--- config.mk ---
export PLATFORM = sky130hd
export DESIGN_NAME = spidr_core
export DESIGN_NICKNAME = d
export VERILOG_FILES = /design/src/rtl/spidr_pkg.sv /design/src/rtl/spidr_core.sv
export SDC_FILE = /design/constraint.sdc
export NUM_CORES = 1
export LEC_CHECK = 0
export BUFFER_PORTS_ARGS = -buffer_cell sky130_fd_sc_hd__buf_4
export CORE_UTILIZATION = 64
export DETAILED_ROUTE_END_ITERATION = 8
export MAX_ROUTING_LAYER = met4
export PLACE_DENSITY = 0.87
export SYNTH_ARGS = -nofsm -noshare
export SYNTH_HDL_FRONTEND = slang
export SYNTH_SLANG_ARGS = --single-unit
--- constraint.sdc ---
create_clock -name core_clk_i -period 15.8 [get_ports core_clk_i]
set_clock_uncertainty 0.1 [all_clocks]
set_input_delay 1.58 -clock core_clk_i [delete_from_list [all_inputs] [get_ports core_clk_i]]
set_output_delay 1.58 -clock core_clk_i [all_outputs]
set_load 0.05 [all_outputs]
--- src/rtl/spidr_pkg.sv ---
// package: register map, field positions, states and state record of the serial port control
//
// Behaviour
// - system reset returns data registers, control bits and flags to defaults
// - a low port enable holds the port in partial reset
// - tx empty flag is forced set while the port is disabled
// - disabling during a slave transfer aborts it at once
// - disabling during a master transfer lets it finish first
// - while disabled the bit counter is cleared for a fresh transfer
// - pin drivers turn off and counter clears after abort or completion
// - transmit and receive data registers survive a disable
// - control and size bits survive a disable; system reset clears control bits and sets size to 7
// - rx full, overrun and select fault flags survive a disable
// - writing zero disables; a master select fault also clears enable
// - tx request when tx irq enable, port enable, and empty or tx watermark
// - tx empty sets when a word moves to the shifter with none pending
// - tx empty clears only by writing the transmit data register
// - rx request when rx irq enable, port enable, and full or rx watermark
// - rx full sets when a word lands in the receive register
// - rx full clears when software reads the receive data register
// - one error enable routes overrun and select fault to the error request
// - select fault sets only while select fault enable is set
// - select fault raises the error request even while disabled
// - overrun clears by status read followed by receive data read
// - select fault clears by writing one to its status bit
package spidr_pkg;
    // byte offsets on the register bus, decoded on address bits 3:2
    localparam logic [3:0] OFS_CTRL = 4'h0;
    localparam logic [3:0] OFS_SIZE = 4'h4;
    localparam logic [3:0] OFS_TXD = 4'h8;
    localparam logic [3:0] OFS_RXD = 4'hC;
    // control and status register fields
    localparam int B_EN = 0;
    localparam int B_MSTR = 1;
    localparam int B_SFEN = 2;
    localparam int B_TIE = 3;
    localparam int B_RIE = 4;
    localparam int B_EIE = 5;
    localparam int B_TXE = 8;
    localparam int B_RXF = 9;
    localparam int B_OVR = 10;
    localparam int B_SF = 11;
    localparam int B_BUSY = 12;
    // word length minus one
    localparam logic [4:0] SIZE_RST = 5'h07;
    localparam logic [31:0] ALL_ONES = 32'hFFFFFFFF;
    localparam logic [4:0] MSB_IDX = 5'h1F;
    localparam logic [5:0] CNT_ONE = 6'h01;
    localparam logic [7:0] DIV_ONE = 8'h01;

    typedef enum logic [1:0] {
        ST_IDLE = 2'b01,
        ST_XFER = 2'b10
    } spidr_st_t;

    typedef struct packed {
        spidr_st_t st;
        logic en;
        logic mstr;
        logic sfen;
        logic tie;
        logic rie;
        logic eie;
        logic [4:0] size;
        logic [31:0] txd;
        logic [31:0] rxd;
        logic [31:0] sh;
        logic tx_empty;
        logic rx_full;
        logic ovr;
        logic sf;
        logic ovr_arm;
        logic [5:0] cnt;
        logic [7:0] div;
        logic sclk;
        logic dout;
        logic ack;
        logic [31:0] rdata;
        logic [3:0] s1;
        logic [3:0] s2;
        logic [3:0] s3;
    } spidr_state_t;
endpackage

--- src/rtl/spidr_core.sv ---
// serial port control: register slave, partial reset, flags and interrupt requests
//
// The implementer's own choices: the Avalon-MM slave port and the register addresses.
`timescale 1ns/10ps
module spidr_core
    import spidr_pkg::*;
#(
    parameter logic [7:0] HALF_DIV = 8'h04
) (
    input wire logic core_clk_i,
    input wire logic sys_rst_i,
    input wire logic [3:0] avs_address_i,
    input wire logic avs_read_i,
    input wire logic avs_write_i,
    input wire logic [31:0] avs_writedata_i,
    output logic [31:0] avs_readdata_o,
    output logic avs_waitrequest_o,
    input wire logic sclk_i,
    output logic sclk_o,
    output logic sclk_oe_o,
    input wire logic mosi_i,
    output logic mosi_o,
    output logic mosi_oe_o,
    input wire logic miso_i,
    output logic miso_o,
    output logic miso_oe_o,
    input wire logic ss_n_i,
    input wire logic tx_watermark_i,
    input wire logic rx_watermark_i,
    output logic tx_irq_o,
    output logic rx_err_irq_o
);

    function automatic logic hit(input logic [3:0] a, input logic [3:0] ofs);
        hit = (a[3:2] == ofs[3:2]);
    endfunction

    spidr_state_t q, d;
    logic req, fin, ctrl_wr, size_wr, txd_wr, rxd_rd, ctrl_rd;
    logic sclk_s, mosi_s, miso_s, ss_s;
    logic rise, fall, word_end, rx_set, ovr_set, sf_set, m_fault;
    logic [5:0] len;
    logic [31:0] word;

    // ********************************************************
    // next state
    // ********************************************************
    always_comb begin
        d = q;
        req = avs_read_i | avs_write_i;
        fin = req & q.ack;
        ctrl_wr = fin & avs_write_i & hit(avs_address_i, OFS_CTRL);
        size_wr = fin & avs_write_i & hit(avs_address_i, OFS_SIZE);
        txd_wr = fin & avs_write_i & hit(avs_address_i, OFS_TXD);
        ctrl_rd = fin & avs_read_i & hit(avs_address_i, OFS_CTRL);
        rxd_rd = fin & avs_read_i & hit(avs_address_i, OFS_RXD);

        // the second stage of each synchroniser gives the level, the third stage the previous level for edges
        d.s1 = {ss_n_i, miso_i, mosi_i, sclk_i};
        d.s2 = q.s1;
        d.s3 = q.s2;
        sclk_s = q.s2[0];
        mosi_s = q.s2[1];
        miso_s = q.s2[2];
        ss_s = q.s2[3];

        len = {1'b0, q.size} + CNT_ONE;
        word = q.sh & (ALL_ONES >> (MSB_IDX - q.size));
        rise = 1'b0;
        fall = 1'b0;
        word_end = 1'b0;
        rx_set = 1'b0;
        ovr_set = 1'b0;
        sf_set = 1'b0;
        m_fault = q.en & q.mstr & q.sfen & ~ss_s;

        // ****************************************************
        // transfer engine
        // ****************************************************
        unique case (q.st)
            ST_IDLE: begin
                d.sclk = 1'b0;
                d.cnt = '0;
                if (q.en & q.mstr & ~q.tx_empty & ~m_fault) begin
                    d.st = ST_XFER;
                    d.sh = q.txd;
                    d.tx_empty = 1'b1;
                    d.dout = q.txd[q.size];
                    d.div = HALF_DIV;
                end else if (q.en & ~q.mstr & ~ss_s & q.s3[3]) begin
                    // slave with nothing new resends the last word
                    d.st = ST_XFER;
                    d.sh = q.txd;
                    d.tx_empty = 1'b1;
                    d.dout = q.txd[q.size];
                end
            end
            ST_XFER: begin
                if (q.mstr) begin
                    if (q.div == DIV_ONE) begin
                        d.div = HALF_DIV;
                        d.sclk = ~q.sclk;
                        rise = ~q.sclk;
                        fall = q.sclk;
                    end else begin
                        d.div = q.div - DIV_ONE;
                    end
                end else begin
                    rise = sclk_s & ~q.s3[0];
                    fall = ~sclk_s & q.s3[0];
                end
                if (rise) begin
                    d.sh = {q.sh[30:0], q.mstr ? miso_s : mosi_s};
                    d.cnt = q.cnt + CNT_ONE;
                end
                // next bit leaves on the fall, so it stands a half period before sampling
                if (fall) begin
                    d.dout = q.sh[q.size];
                end
                if (fall & (q.cnt == len)) begin
                    word_end = 1'b1;
                    d.st = ST_IDLE;
                    d.cnt = '0;
                end
                if (~q.mstr & ss_s) begin
                    // slave deselected mid word: drop it
                    sf_set = q.sfen & (q.cnt != '0);
                    d.st = ST_IDLE;
                    d.cnt = '0;
                end
                if (~q.en & ~q.mstr) begin
                    d.st = ST_IDLE;
                    d.cnt = '0;
                end
            end
            default: begin
                d.st = ST_IDLE;
            end
        endcase

        if (word_end) begin
            // a full register or a pending overrun keeps the new word out
            if (q.rx_full | q.ovr) begin
                ovr_set = 1'b1;
            end else begin
                d.rxd = word;
                rx_set = 1'b1;
            end
        end

        // ****************************************************
        // register slave
        // ****************************************************
        d.ack = req & ~q.ack;
        if (avs_read_i & ~q.ack) begin
            d.rdata = '0;
            if (hit(avs_address_i, OFS_CTRL)) begin
                d.rdata[B_EN] = q.en;
                d.rdata[B_MSTR] = q.mstr;
                d.rdata[B_SFEN] = q.sfen;
                d.rdata[B_TIE] = q.tie;
                d.rdata[B_RIE] = q.rie;
                d.rdata[B_EIE] = q.eie;
                d.rdata[B_TXE] = q.tx_empty;
                d.rdata[B_RXF] = q.rx_full;
                d.rdata[B_OVR] = q.ovr;
                d.rdata[B_SF] = q.sf;
                d.rdata[B_BUSY] = (q.st == ST_XFER);
            end else if (hit(avs_address_i, OFS_SIZE)) begin
                d.rdata[4:0] = q.size;
            end else if (hit(avs_address_i, OFS_TXD)) begin
                d.rdata = q.txd;
            end else begin
                d.rdata = q.rxd;
            end
        end
        if (ctrl_wr) begin
            d.en = avs_writedata_i[B_EN];
            d.mstr = avs_writedata_i[B_MSTR];
            d.sfen = avs_writedata_i[B_SFEN];
            d.tie = avs_writedata_i[B_TIE];
            d.rie = avs_writedata_i[B_RIE];
            d.eie = avs_writedata_i[B_EIE];
            if (avs_writedata_i[B_SF]) begin
                d.sf = 1'b0;
            end
        end
        if (size_wr) begin
            d.size = avs_writedata_i[4:0];
        end
        if (txd_wr) begin
            d.txd = avs_writedata_i;
            d.tx_empty = 1'b0;
        end
        if (ctrl_rd & q.ovr) begin
            d.ovr_arm = 1'b1;
        end
        if (rxd_rd) begin
            d.rx_full = 1'b0;
            if (q.ovr_arm) begin
                d.ovr = 1'b0;
                d.ovr_arm = 1'b0;
            end
        end

        // hardware sets come last so an event never loses to a clear
        if (rx_set) begin
            d.rx_full = 1'b1;
        end
        if (ovr_set) begin
            d.ovr = 1'b1;
            d.ovr_arm = 1'b0;
        end
        if (sf_set | m_fault) begin
            d.sf = 1'b1;
        end
        if (m_fault) begin
            d.en = 1'b0;
        end

        // partial reset: only the transmit flag is touched, the rest is kept
        if (~d.en) begin
            d.tx_empty = 1'b1;
        end
    end

    // ********************************************************
    // state register
    // ********************************************************
    always_ff @(posedge core_clk_i or posedge sys_rst_i) begin
        if (sys_rst_i) begin
            q <= '0;
            q.st <= ST_IDLE;
            q.size <= SIZE_RST;
            q.tx_empty <= 1'b1;
            q.s1 <= 4'hF;
            q.s2 <= 4'hF;
            q.s3 <= 4'hF;
        end else begin
            q <= d;
        end
    end

    // ********************************************************
    // outputs
    // ********************************************************
    logic active;
    // a master still finishing its word keeps driving after disable
    assign active = q.en | (q.st == ST_XFER);
    assign avs_waitrequest_o = req & ~q.ack;
    assign avs_readdata_o = q.rdata;
    assign sclk_o = q.sclk;
    assign mosi_o = q.dout;
    assign miso_o = q.dout;
    assign sclk_oe_o = active & q.mstr;
    assign mosi_oe_o = active & q.mstr;
    assign miso_oe_o = active & ~q.mstr & ~ss_s;
    assign tx_irq_o = q.tie & q.en & (q.tx_empty | tx_watermark_i);
    // the error path ignores the enable so faults stay visible when off
    assign rx_err_irq_o = (q.rie & q.en & (q.rx_full | rx_watermark_i))
        | (q.eie & (q.ovr | q.sf));
endmodule // spidr_core

# Yosys cells after proc, flatten, opt, wreduce, memory -nomap -nowiden

Index checks and enable logic that the tools add are counted.

Output and inout bits: 41
Memories kept: 0
Latch bits: 0
Memory bits (read-only): 0
Input port bits: 46
Flip-flop bits (word level): 175
Logic and storage cells: 182
Memory bits (writable): 0

Divide/modulo/power cells: 0
Bitwise gates (word level): 52
Shift-type cells: 1
$mul: 0
$add $sub $neg: 4
Muxes and demuxes: 64
Order comparisons: 1
Reduce and logical (&&, ||, !) cells: 18
Equal/unequal tests: 17

Operator list:

| operator              | count |
|---|---|
| $mux 33               | 2 |
| $mux 32               | 2 |
| $pmux 32 s2           | 1 |
| $mux 6                | 6 |
| $mux 1                | 35 |
| $and 1x1->1           | 33 |
| $and 32x32->32        | 1 |
| $pmux 16 s2           | 1 |
| $shr 32x5->32 const A | 1 |
| $mux 27               | 1 |
| $mux 19               | 1 |
| $mux 8                | 2 |
| $mux 2                | 7 |
| $reduce_and 2->1      | 6 |
| $reduce_and 3->1      | 4 |
| $reduce_bool 2->1     | 6 |
| $bmux 1 s5            | 2 |
| $mux 5                | 2 |
| $not 1->1             | 10 |
| $mux 9                | 1 |
| $eq 8x1->1 const B    | 1 |
| $ne 2x2->1 const B    | 4 |
| $or 1x1->1            | 8 |
| $sub 8x1->8 const B   | 1 |
| other kinds (16)      | 19 |

# Depth between registers and ports, before layout

Gate-level depths: netlist of the first run.

Depth after elaboration: 10
Gate-level depth with buffers: 12
Depth with buffers taken out: 9

# Worst setup path after synthesis of the first run

No wires, ideal clock.

Path type: register -> output
Start: register q[173] (netlist name)
End: output miso_oe_o
Required time: 14.120 ns
Setup slack: 11.428 ns
Stages on the path, launching flop included: 8
Buffers on the path: 3
Arrival time: 2.692 ns
Path through: dfstp_2 -> inv_1 -> ha_1 -> buf_2 -> buf_1 -> clkbuf_1 -> nor2_1 -> nor3_1

Longest elaborated chain between the ends: 4

Ends and longest elaborated chain:

| item                     | RTL line          | source |
|---|---|---|
| start: declaration       | spidr_core.sv:38  | `spidr_state_t q, d;` |
| $eq 2x2->1               | spidr_core.sv:249 | `assign active = q.en \| (q.st == ST_XFER);` |
| $or 1x1->1               | spidr_core.sv:249 |  |
| $and 1x1->1 (2 in a row) | spidr_core.sv:257 | `assign miso_oe_o = active & ~q.mstr & ~ss_s;` |
| end: declaration         | spidr_core.sv:26  | `output logic miso_oe_o,` |

Every way passes these cells.

# Worst setup path in the final report of the first run

Start: register q[162] (netlist name)
End: register q[98] (netlist name)

Longest elaborated chain between the ends: 6
Elaborated cells between the ends (all ways): 9
Classes of those cells: 2 x add/sub; 1 x eq/ne; 1 x shift; 2 x mux; 2 x bitwise; 1 x reduce/logical

Ends and longest elaborated chain:

| item                       | RTL line          | source |
|---|---|---|
| $add 5x1->6                | spidr_core.sv:67  | `len = {1'b0, q.size} + CNT_ONE;` |
| $eq 6x6->1                 | spidr_core.sv:120 | `if (fall & (q.cnt == len)) begin` |
| $and 1x1->1                | spidr_core.sv:120 |  |
| $mux 1                     | spidr_core.sv:120 |  |
| $mux 1                     | spidr_core.sv:80  | `unique case (q.st)` |
| $reduce_and 2->1 (no line) | -                 |  |

Parallel ways exist; a longest one is shown, timed or not.
A chain may end at the register's enable or synchronous reset.

==> results_dict.tcl, run 1 <==
set metrics [dict create \
    status "finished, final reports clean" \
    hp-class "reg -> reg" \
    die_area_mm2 0.0143 \
    grt.overflow.total 0 \
    netlist_area_mm2 0.00886 \
    grt_max_degree 71 \
    synth_xor_area_share_pct 0.791 \
    hpwlAfterDp_um 13700 \
    synth_area_per_cell_um2 10.7 \
    crit_arrival_ps 4450 \
    dieHeight_um 120 \
    r2r_slack_ps 11570 \
    required_ps 16010 \
    endpoint_kind "flop" \
    final_common_cell "dfrtp_1" \
    die_w_um 120 \
    drc 0 \
    coreArea_mm2 0.0133 \
    tightestPinTransition_ps 1100 \
    final_cells 1033 \
    firstDrtPassIters 5 \
    whs_ps 257 \
    dp.cells 1001 \
    synth.mux.area_fraction_pct 19.7 \
    ys_warn_count 0 \
    period_share_pct 26.8 \
    antenna_found_initial 0 \
    post_route_cells_drive_above_1_share_pct 25.9 \
    cts_buffer_depth 2 \
    synth_nets 880 \
    crit_fanout 64 \
    cts_buffers 17 \
    cts_tree "built" \
    p_total_mw 1.83 \
    finalHoldViolCount 0 \
    place_area_mm2 0.00924 \
    synthSimpleGateAreaFrac_pct 10.8 \
    grt_pass1_vias 6674 \
    cts_hold_buf 0 \
    reg2reg_from "q[162]$_DFFE_PP1P_" \
    clock_latency_ps 440 \
    synth_fa_ha_area_share_pct 1.41 \
    nets 900 \
    diodes 0 \
    synth_top_family_by_area "multiplexers" \
    routabilityCongestion 0.881 \
    p_leak_nw 4.41 \
    cts_resized 0 \
    post_cts_buffers 0 \
    ios 87 \
    synth-edff-count 0 \
    slew_headroom_pct 27.0 \
    synth_cell_types 60 \
    synth_ff_type "dfrtp_1" \
    finalWirelength_um 21400 \
    start_kind "flop" \
    grt_pass1_wl_um 34900 \
    rows 42 \
    post_drt_via_cell_ratio 6.40 \
    initial_core_util_pct 66.4 \
    tns_ps 0 \
    yosysSeqAreaShare_pct 49.1 \
    cts.sinks 173 \
    reg2reg_to "q[98]$_DFFE_PP0P_" \
    drt_iter0_markers 781 \
    maxSlewViolCount 0 \
    io_buffers 84 \
    grt_usage_pct 32.8 \
    reg2reg_depth 8 \
    finalCriticalPeriod_ps 4230 \
    postSynth.asyncResetShare_pct 100 \
    maxCapViolations 0 \
    syn_inst 824 \
    clock-root-buffer "clkbuf_16" \
    wl_per_cell_um 20.7 \
    setup_viol 0 \
    hold_depth 0 \
    htreeDepth 4 \
    p_per_area_mw_per_mm2 185 \
    ys_ff_latch 173 \
    ant_nets 0 \
    fmaxAchievable_ghz 0.236 \
    vias 6610 \
    area.growth.synth_to_final_pct 11.4 \
    design_area_mm2 0.00987 \
    ir_drop_uv 99.7 \
    cts.clk_slew.worst_paths_ps 70 \
    hold_end "d[3]$_DFF_PP1_" \
    layout_common_cells "dfrtp_1, nand2_1, buf_4" \
    critical_path_class "reg -> reg" \
    hold_start "d[7]$_DFF_PP1_" \
    synth_compound_gate_area_share_pct 11.5 \
    rsz0062_at_grt "no" \
]
## Yosys cell counts, types with 2 or more instances
cell        n  area (µm²)
a21o_1      6        45.0
o31ai_1     6        45.0
o21ai_1    31         155
nor4_1      3        18.8
mux2_2     54         608
o211ai_1    9        67.6
or3_1       2        12.5
nand3_1    15        75.1
nand4b_1    2        17.5
o22ai_1     2        12.5
buf_6       2        22.5
dfstp_2    15         394
nor2b_1     7        43.8
and3_1      3        18.8
nor3_1      4        20.0
and2_1      2        12.5
buf_1       3        11.3
or2_2       3        18.8
mux4_1      3        78.8
a32oi_1     3        26.3
inv_1      15        56.3
a22o_1      2        17.5
o211a_1     2        20.0
a21oi_1    39         195
buf_4      42         315
clkbuf_1   24        90.1
mux2i_1    68         681
o21ai_0    54         270
a22oi_1     6        45.0
mux4_2     16         360
a31oi_1     4        25.0
ha_1       10         125
nand4_1     4        25.0
xnor2_1     5        43.8
buf_2      19        95.1
xor2_1      3        26.3
nor2_1     57         214
dfrtp_1   158        3950
nand2_1   100         375
## state kept, by name, indices dropped and copies added, names as in the netlist
register	count
d	8
q	131
sclk_o	1
miso_o	1
avs_readdata_o	32
## worst max-delay path, stage by stage, from the launching register on
cell and delay, ps:
dfstp_2 1060, ha_1 320, inv_1 60, ha_1 280, xnor2_1 130, nand3_1 140
a2111oi_4 600, nand4_4 820, mux2_2 580
## cell families (layout without fill, tap and decap cells)
logic type | after synthesis | count (layout)
buf+inv | 106 | 139
compound gates | 172 | 172
fa+ha+maj | 10 | 10
mux | 142 | 142
flops | 173 | 173
simple gates | 213 | 213
xor+xnor | 8 | 8
## per-stage QoR
| step | setup slack, ps | utilization, % |
|---|---|---|
| finish | 11570 | 74.0 |
| global route | 11350 | 74.0 |
| CTS | 11610 | 74.0 |
| detailed placement | 11640 | 69.2 |
| global placement | 11790 | 69.2 |
| floorplan | 9460 | - |
## cell type report
type                    instances  area (µm²)
repair buffers                 91         683
fillers                       878        3480
well taps                     176         220
inverters                      16        65.1
clock buffers                  23         478
flip-flops and latches        173        4350
clock inverters                 9         158
multi-input cells             545        3920
## where the power goes
| group | leakage (nW) | switching, mW | total, mW | internal (mW) |
|---|---|---|---|---|
| combinational | 1.94 | 0.393 | 0.663 | 0.270 |
| clock | 0.304 | 0.176 | 0.454 | 0.278 |
| sequential | 2.17 | 0.147 | 0.711 | 0.564 |
| total | 4.41 | 0.717 | 1.83 | 1.11 |
## worst max path at each step
stage                     depth (start not counted)                            end          startpoint
after floorplan                                   1  avs_readdata_o[0]$_DFFE_PP0P_           sys_rst_i
after global placement                            8              q[98]$_DFFE_PP0P_  q[162]$_DFFE_PP1P_
after detailed placement                          8              q[98]$_DFFE_PP0P_  q[162]$_DFFE_PP1P_
after CTS                                         8              q[98]$_DFFE_PP0P_  q[162]$_DFFE_PP1P_
after global routing                              8              q[98]$_DFFE_PP0P_  q[162]$_DFFE_PP1P_
final                                             8              q[98]$_DFFE_PP0P_  q[162]$_DFFE_PP1P_
## metal layers
metal	global-route usage (%)	up-vias	wire length, µm
met2	49.4	375	9970
met3	7.03	79	1720
met5	-	-	0
li1	-	2913	-
met1	42.8	3243	8920
met4	14.9	0	759
(Power assumes the default switching activity.)
==> run 2, diff against run 1 <==
ABC_AREA = 1   (was default)
CORE_UTILIZATION = 54   (was 64)
PLACE_DENSITY = 0.79   (was 0.87)
clock period = 3.46 ns   (was 15.8 ns; I/O delays follow)
==> run 2 against run 1 <==
Core utilization is 10 points lower. Register-to-register slack worse by 11000 ps. Power grew to 4.6 times the previous value. Combinational power grew to 4.7 times the previous value. Critical endpoint is now q[59]$_DFFE_PP0P_.
==> results_dict.tcl, run 2 <==
set metrics [dict create \
    regArea_mm2 0.00435 \
    wl_per_cell_um 15.6 \
    ys_warn_count 0 \
    critPathSlowestCell "clkinv_1" \
    finalCriticalPeriod_ps 2830 \
    layout_common_cells "nand2_1, dfrtp_1, o21ai_0" \
    postSynth.asyncResetShare_pct 100 \
    largest_register "q" \
    antenna_found_initial 0 \
    drc 0 \
    cts_buffers 17 \
    coreArea_mm2 0.0161 \
    firstDrtPassIters 5 \
    diodes 0 \
    grt_pass1_vias 7400 \
    clock-root-buffer "clkbuf_16" \
    rows 46 \
    whs_ps 12.1 \
    cts_tree "built" \
    nets 1248 \
    multi_input_area_mm2 0.00379 \
    period_share_pct 81.8 \
    synth_ff_type "dfrtp_1" \
    comb_power_share_pct 37.1 \
    ys_ff_latch 173 \
    routabilityCongestion 0.889 \
    p_leak_nw 4.89 \
    netlist_area_mm2 0.00906 \
    syn_inst 1161 \
    area.growth.synth_to_final_pct 13.8 \
    largest_reg_flops 131 \
    synth-edff-count 0 \
    post_drt_via_cell_ratio 5.47 \
    seqPwrFrac_pct 36.3 \
    p_total_mw 8.35 \
    slowest_delay_ps 590 \
    status "finished, final reports clean" \
    setup_viol 0 \
    hpwlAfterDp_um 15000 \
    yosysSeqAreaShare_pct 48.0 \
    crit_arrival_ps 3100 \
    pwr-share-clk_pct 26.5 \
    netlist.area_leader.share_pct 43.6 \
    tightestPinTransition_ps 822 \
    cts.clk_slew.worst_paths_ps 70 \
    final_cells 1421 \
    initial_core_util_pct 56.2 \
    htreeDepth 4 \
    dieHeight_um 132 \
    netlist_top_cells_area "dfrtp_1, nand2_1, o21ai_0" \
    hp-class "in -> reg" \
    start_kind "flop" \
    maxSlewViolCount 0 \
    grt_max_degree 92 \
    drt_iter0_markers 880 \
    slew_headroom_pct 45.0 \
    grt_pass1_wl_um 37100 \
    grt_usage_pct 27.9 \
    finalWirelength_um 22200 \
    dp.cells 1384 \
    synth_area_leader_cell "dfrtp_1" \
    cts_resized 0 \
    vias 7774 \
    p_sw_mw 3.41 \
    synth_nets 1217 \
    synthTopCellsByCount "nand2_1, dfrtp_1, o21ai_0, nor2_1, inv_1" \
    p_per_area_mw_per_mm2 810 \
    ios 87 \
    rsz0062_at_grt "no" \
    clock_latency_ps 440 \
    nFillCells 1360 \
    synth_cell_types 39 \
    final_common_cell "nand2_1" \
    critical_path_class "reg -> reg" \
    ant_nets 0 \
    cts_buffer_depth 2 \
    io_buffers 84 \
    die_area_mm2 0.0173 \
    synth_area_per_cell_um2 7.80 \
    synthMostInstantiatedCell "nand2_1" \
    maxCapViolations 0 \
    cts.sinks 173 \
    finalHoldViolCount 0 \
    tns_ps 0 \
    required_ps 3720 \
    endpoint_kind "flop" \
    cp_cell_sequence "inv_1 > ha_1 > clkinv_1 > buf_4 > nor2_1 > nand3_2 > nand2_2 > nand2_1 > o21ai_1" \
    p_int_mw 4.94 \
    post_route_cells_drive_above_1_share_pct 16.0 \
    sw_frac_of_total_pct 40.8 \
    crit_fanout 28 \
    grt.overflow.total 0 \
    fmaxAchievable_ghz 0.353 \
    die_w_um 132 \
    ir_drop_uv 544 \
]
==> run 2: path summary, 6_finish.rpt <==
kind / cells past startpoint / slack, ps / to / from
max: 9 / 630 / q[59]$_DFFE_PP0P_ / q[173]$_DFFE_PP1P_
min: 3 / 10 / q[137]$_DFFE_PP0P_ / avs_writedata_i[7]
max reg2reg: 9 / 630 / q[59]$_DFFE_PP0P_ / q[173]$_DFFE_PP1P_
min reg2reg: 0 / 260 / d[2]$_DFF_PP1_ / d[6]$_DFF_PP1_
max in group asynchronous: 4 / 1960 / q[117]$_DFFE_PP0P_ / sys_rst_i
min in group asynchronous: 3 / 440 / q[53]$_DFFE_PP0P_ / sys_rst_i
==> run 2: routing by layer <==
layer  wire length [µm]  global-route usage [%]
met1               9590                    36.4
met2              10700                    43.7
met3               1490                    5.29
met4                435                    9.24
met5                  0                       -
==> run 2: cell type report <==
cell class / instances / share of cell area, %
flip-flops and latches: 173 / 42.2
multi-input cells: 798 / 36.7
repair buffers: 105 / 8.25
clock buffers: 20 / 4.43
inverters: 97 / 3.59
well taps: 216 / 2.62
clock inverters: 12 / 2.23
==> run 2: cell families (layout without fill, tap and decap cells) <==
logic type | after synthesis | in the layout | synth area share [%]
simple gates | 526 | 526 | 23.5
compound gates | 253 | 253 | 15.9
buf+inv | 190 | 234 | 10.4
flops | 173 | 173 | 48.0
fa+ha+maj | 10 | 10 | 1.38
xor+xnor | 8 | 8 | 0.773
mux | 1 | 1 | 0.124
==> run 2: what timing repair did <==
item | CTS | global route
endpoints found under the setup margin | 0 | 0
endpoints found under the hold margin | 18 | 0
setup buffers | 0 | 0
hold buffers | 5 | 0
==> run 2: power by group through the flow <==
stage	logic [mW]	registers [mW]	clock network (mW)
6_report	3.10	3.03	2.22
5_1_grt	3.48	3.10	2.33
4_1_cts	3.09	3.01	2.24
3_5_place_dp	3.06	3.04	0
3_3_place_gp	2.98	3.02	0
2_1_floorplan	2.48	2.90	0
==> run 2: metrics by stage <==
stage / cell area, µm² / util (%) / setup slack [ps]
floorplan: 9060 / - / 762
global placement: 9580 / 59.4 / 758
detailed placement: 9580 / 59.4 / 696
CTS: 10300 / 64.0 / 678
global route: 10300 / 64.0 / 373
finish: 10300 / 64.0 / 629
==> run 2: worst max-delay path, delay by kind of cell, from the launching register on <==
kind            cells  cell delay (ps)
flops               1              380
buf+inv             3             1130
simple gates        4              880
fa+ha+maj           1              160
compound gates      1               80
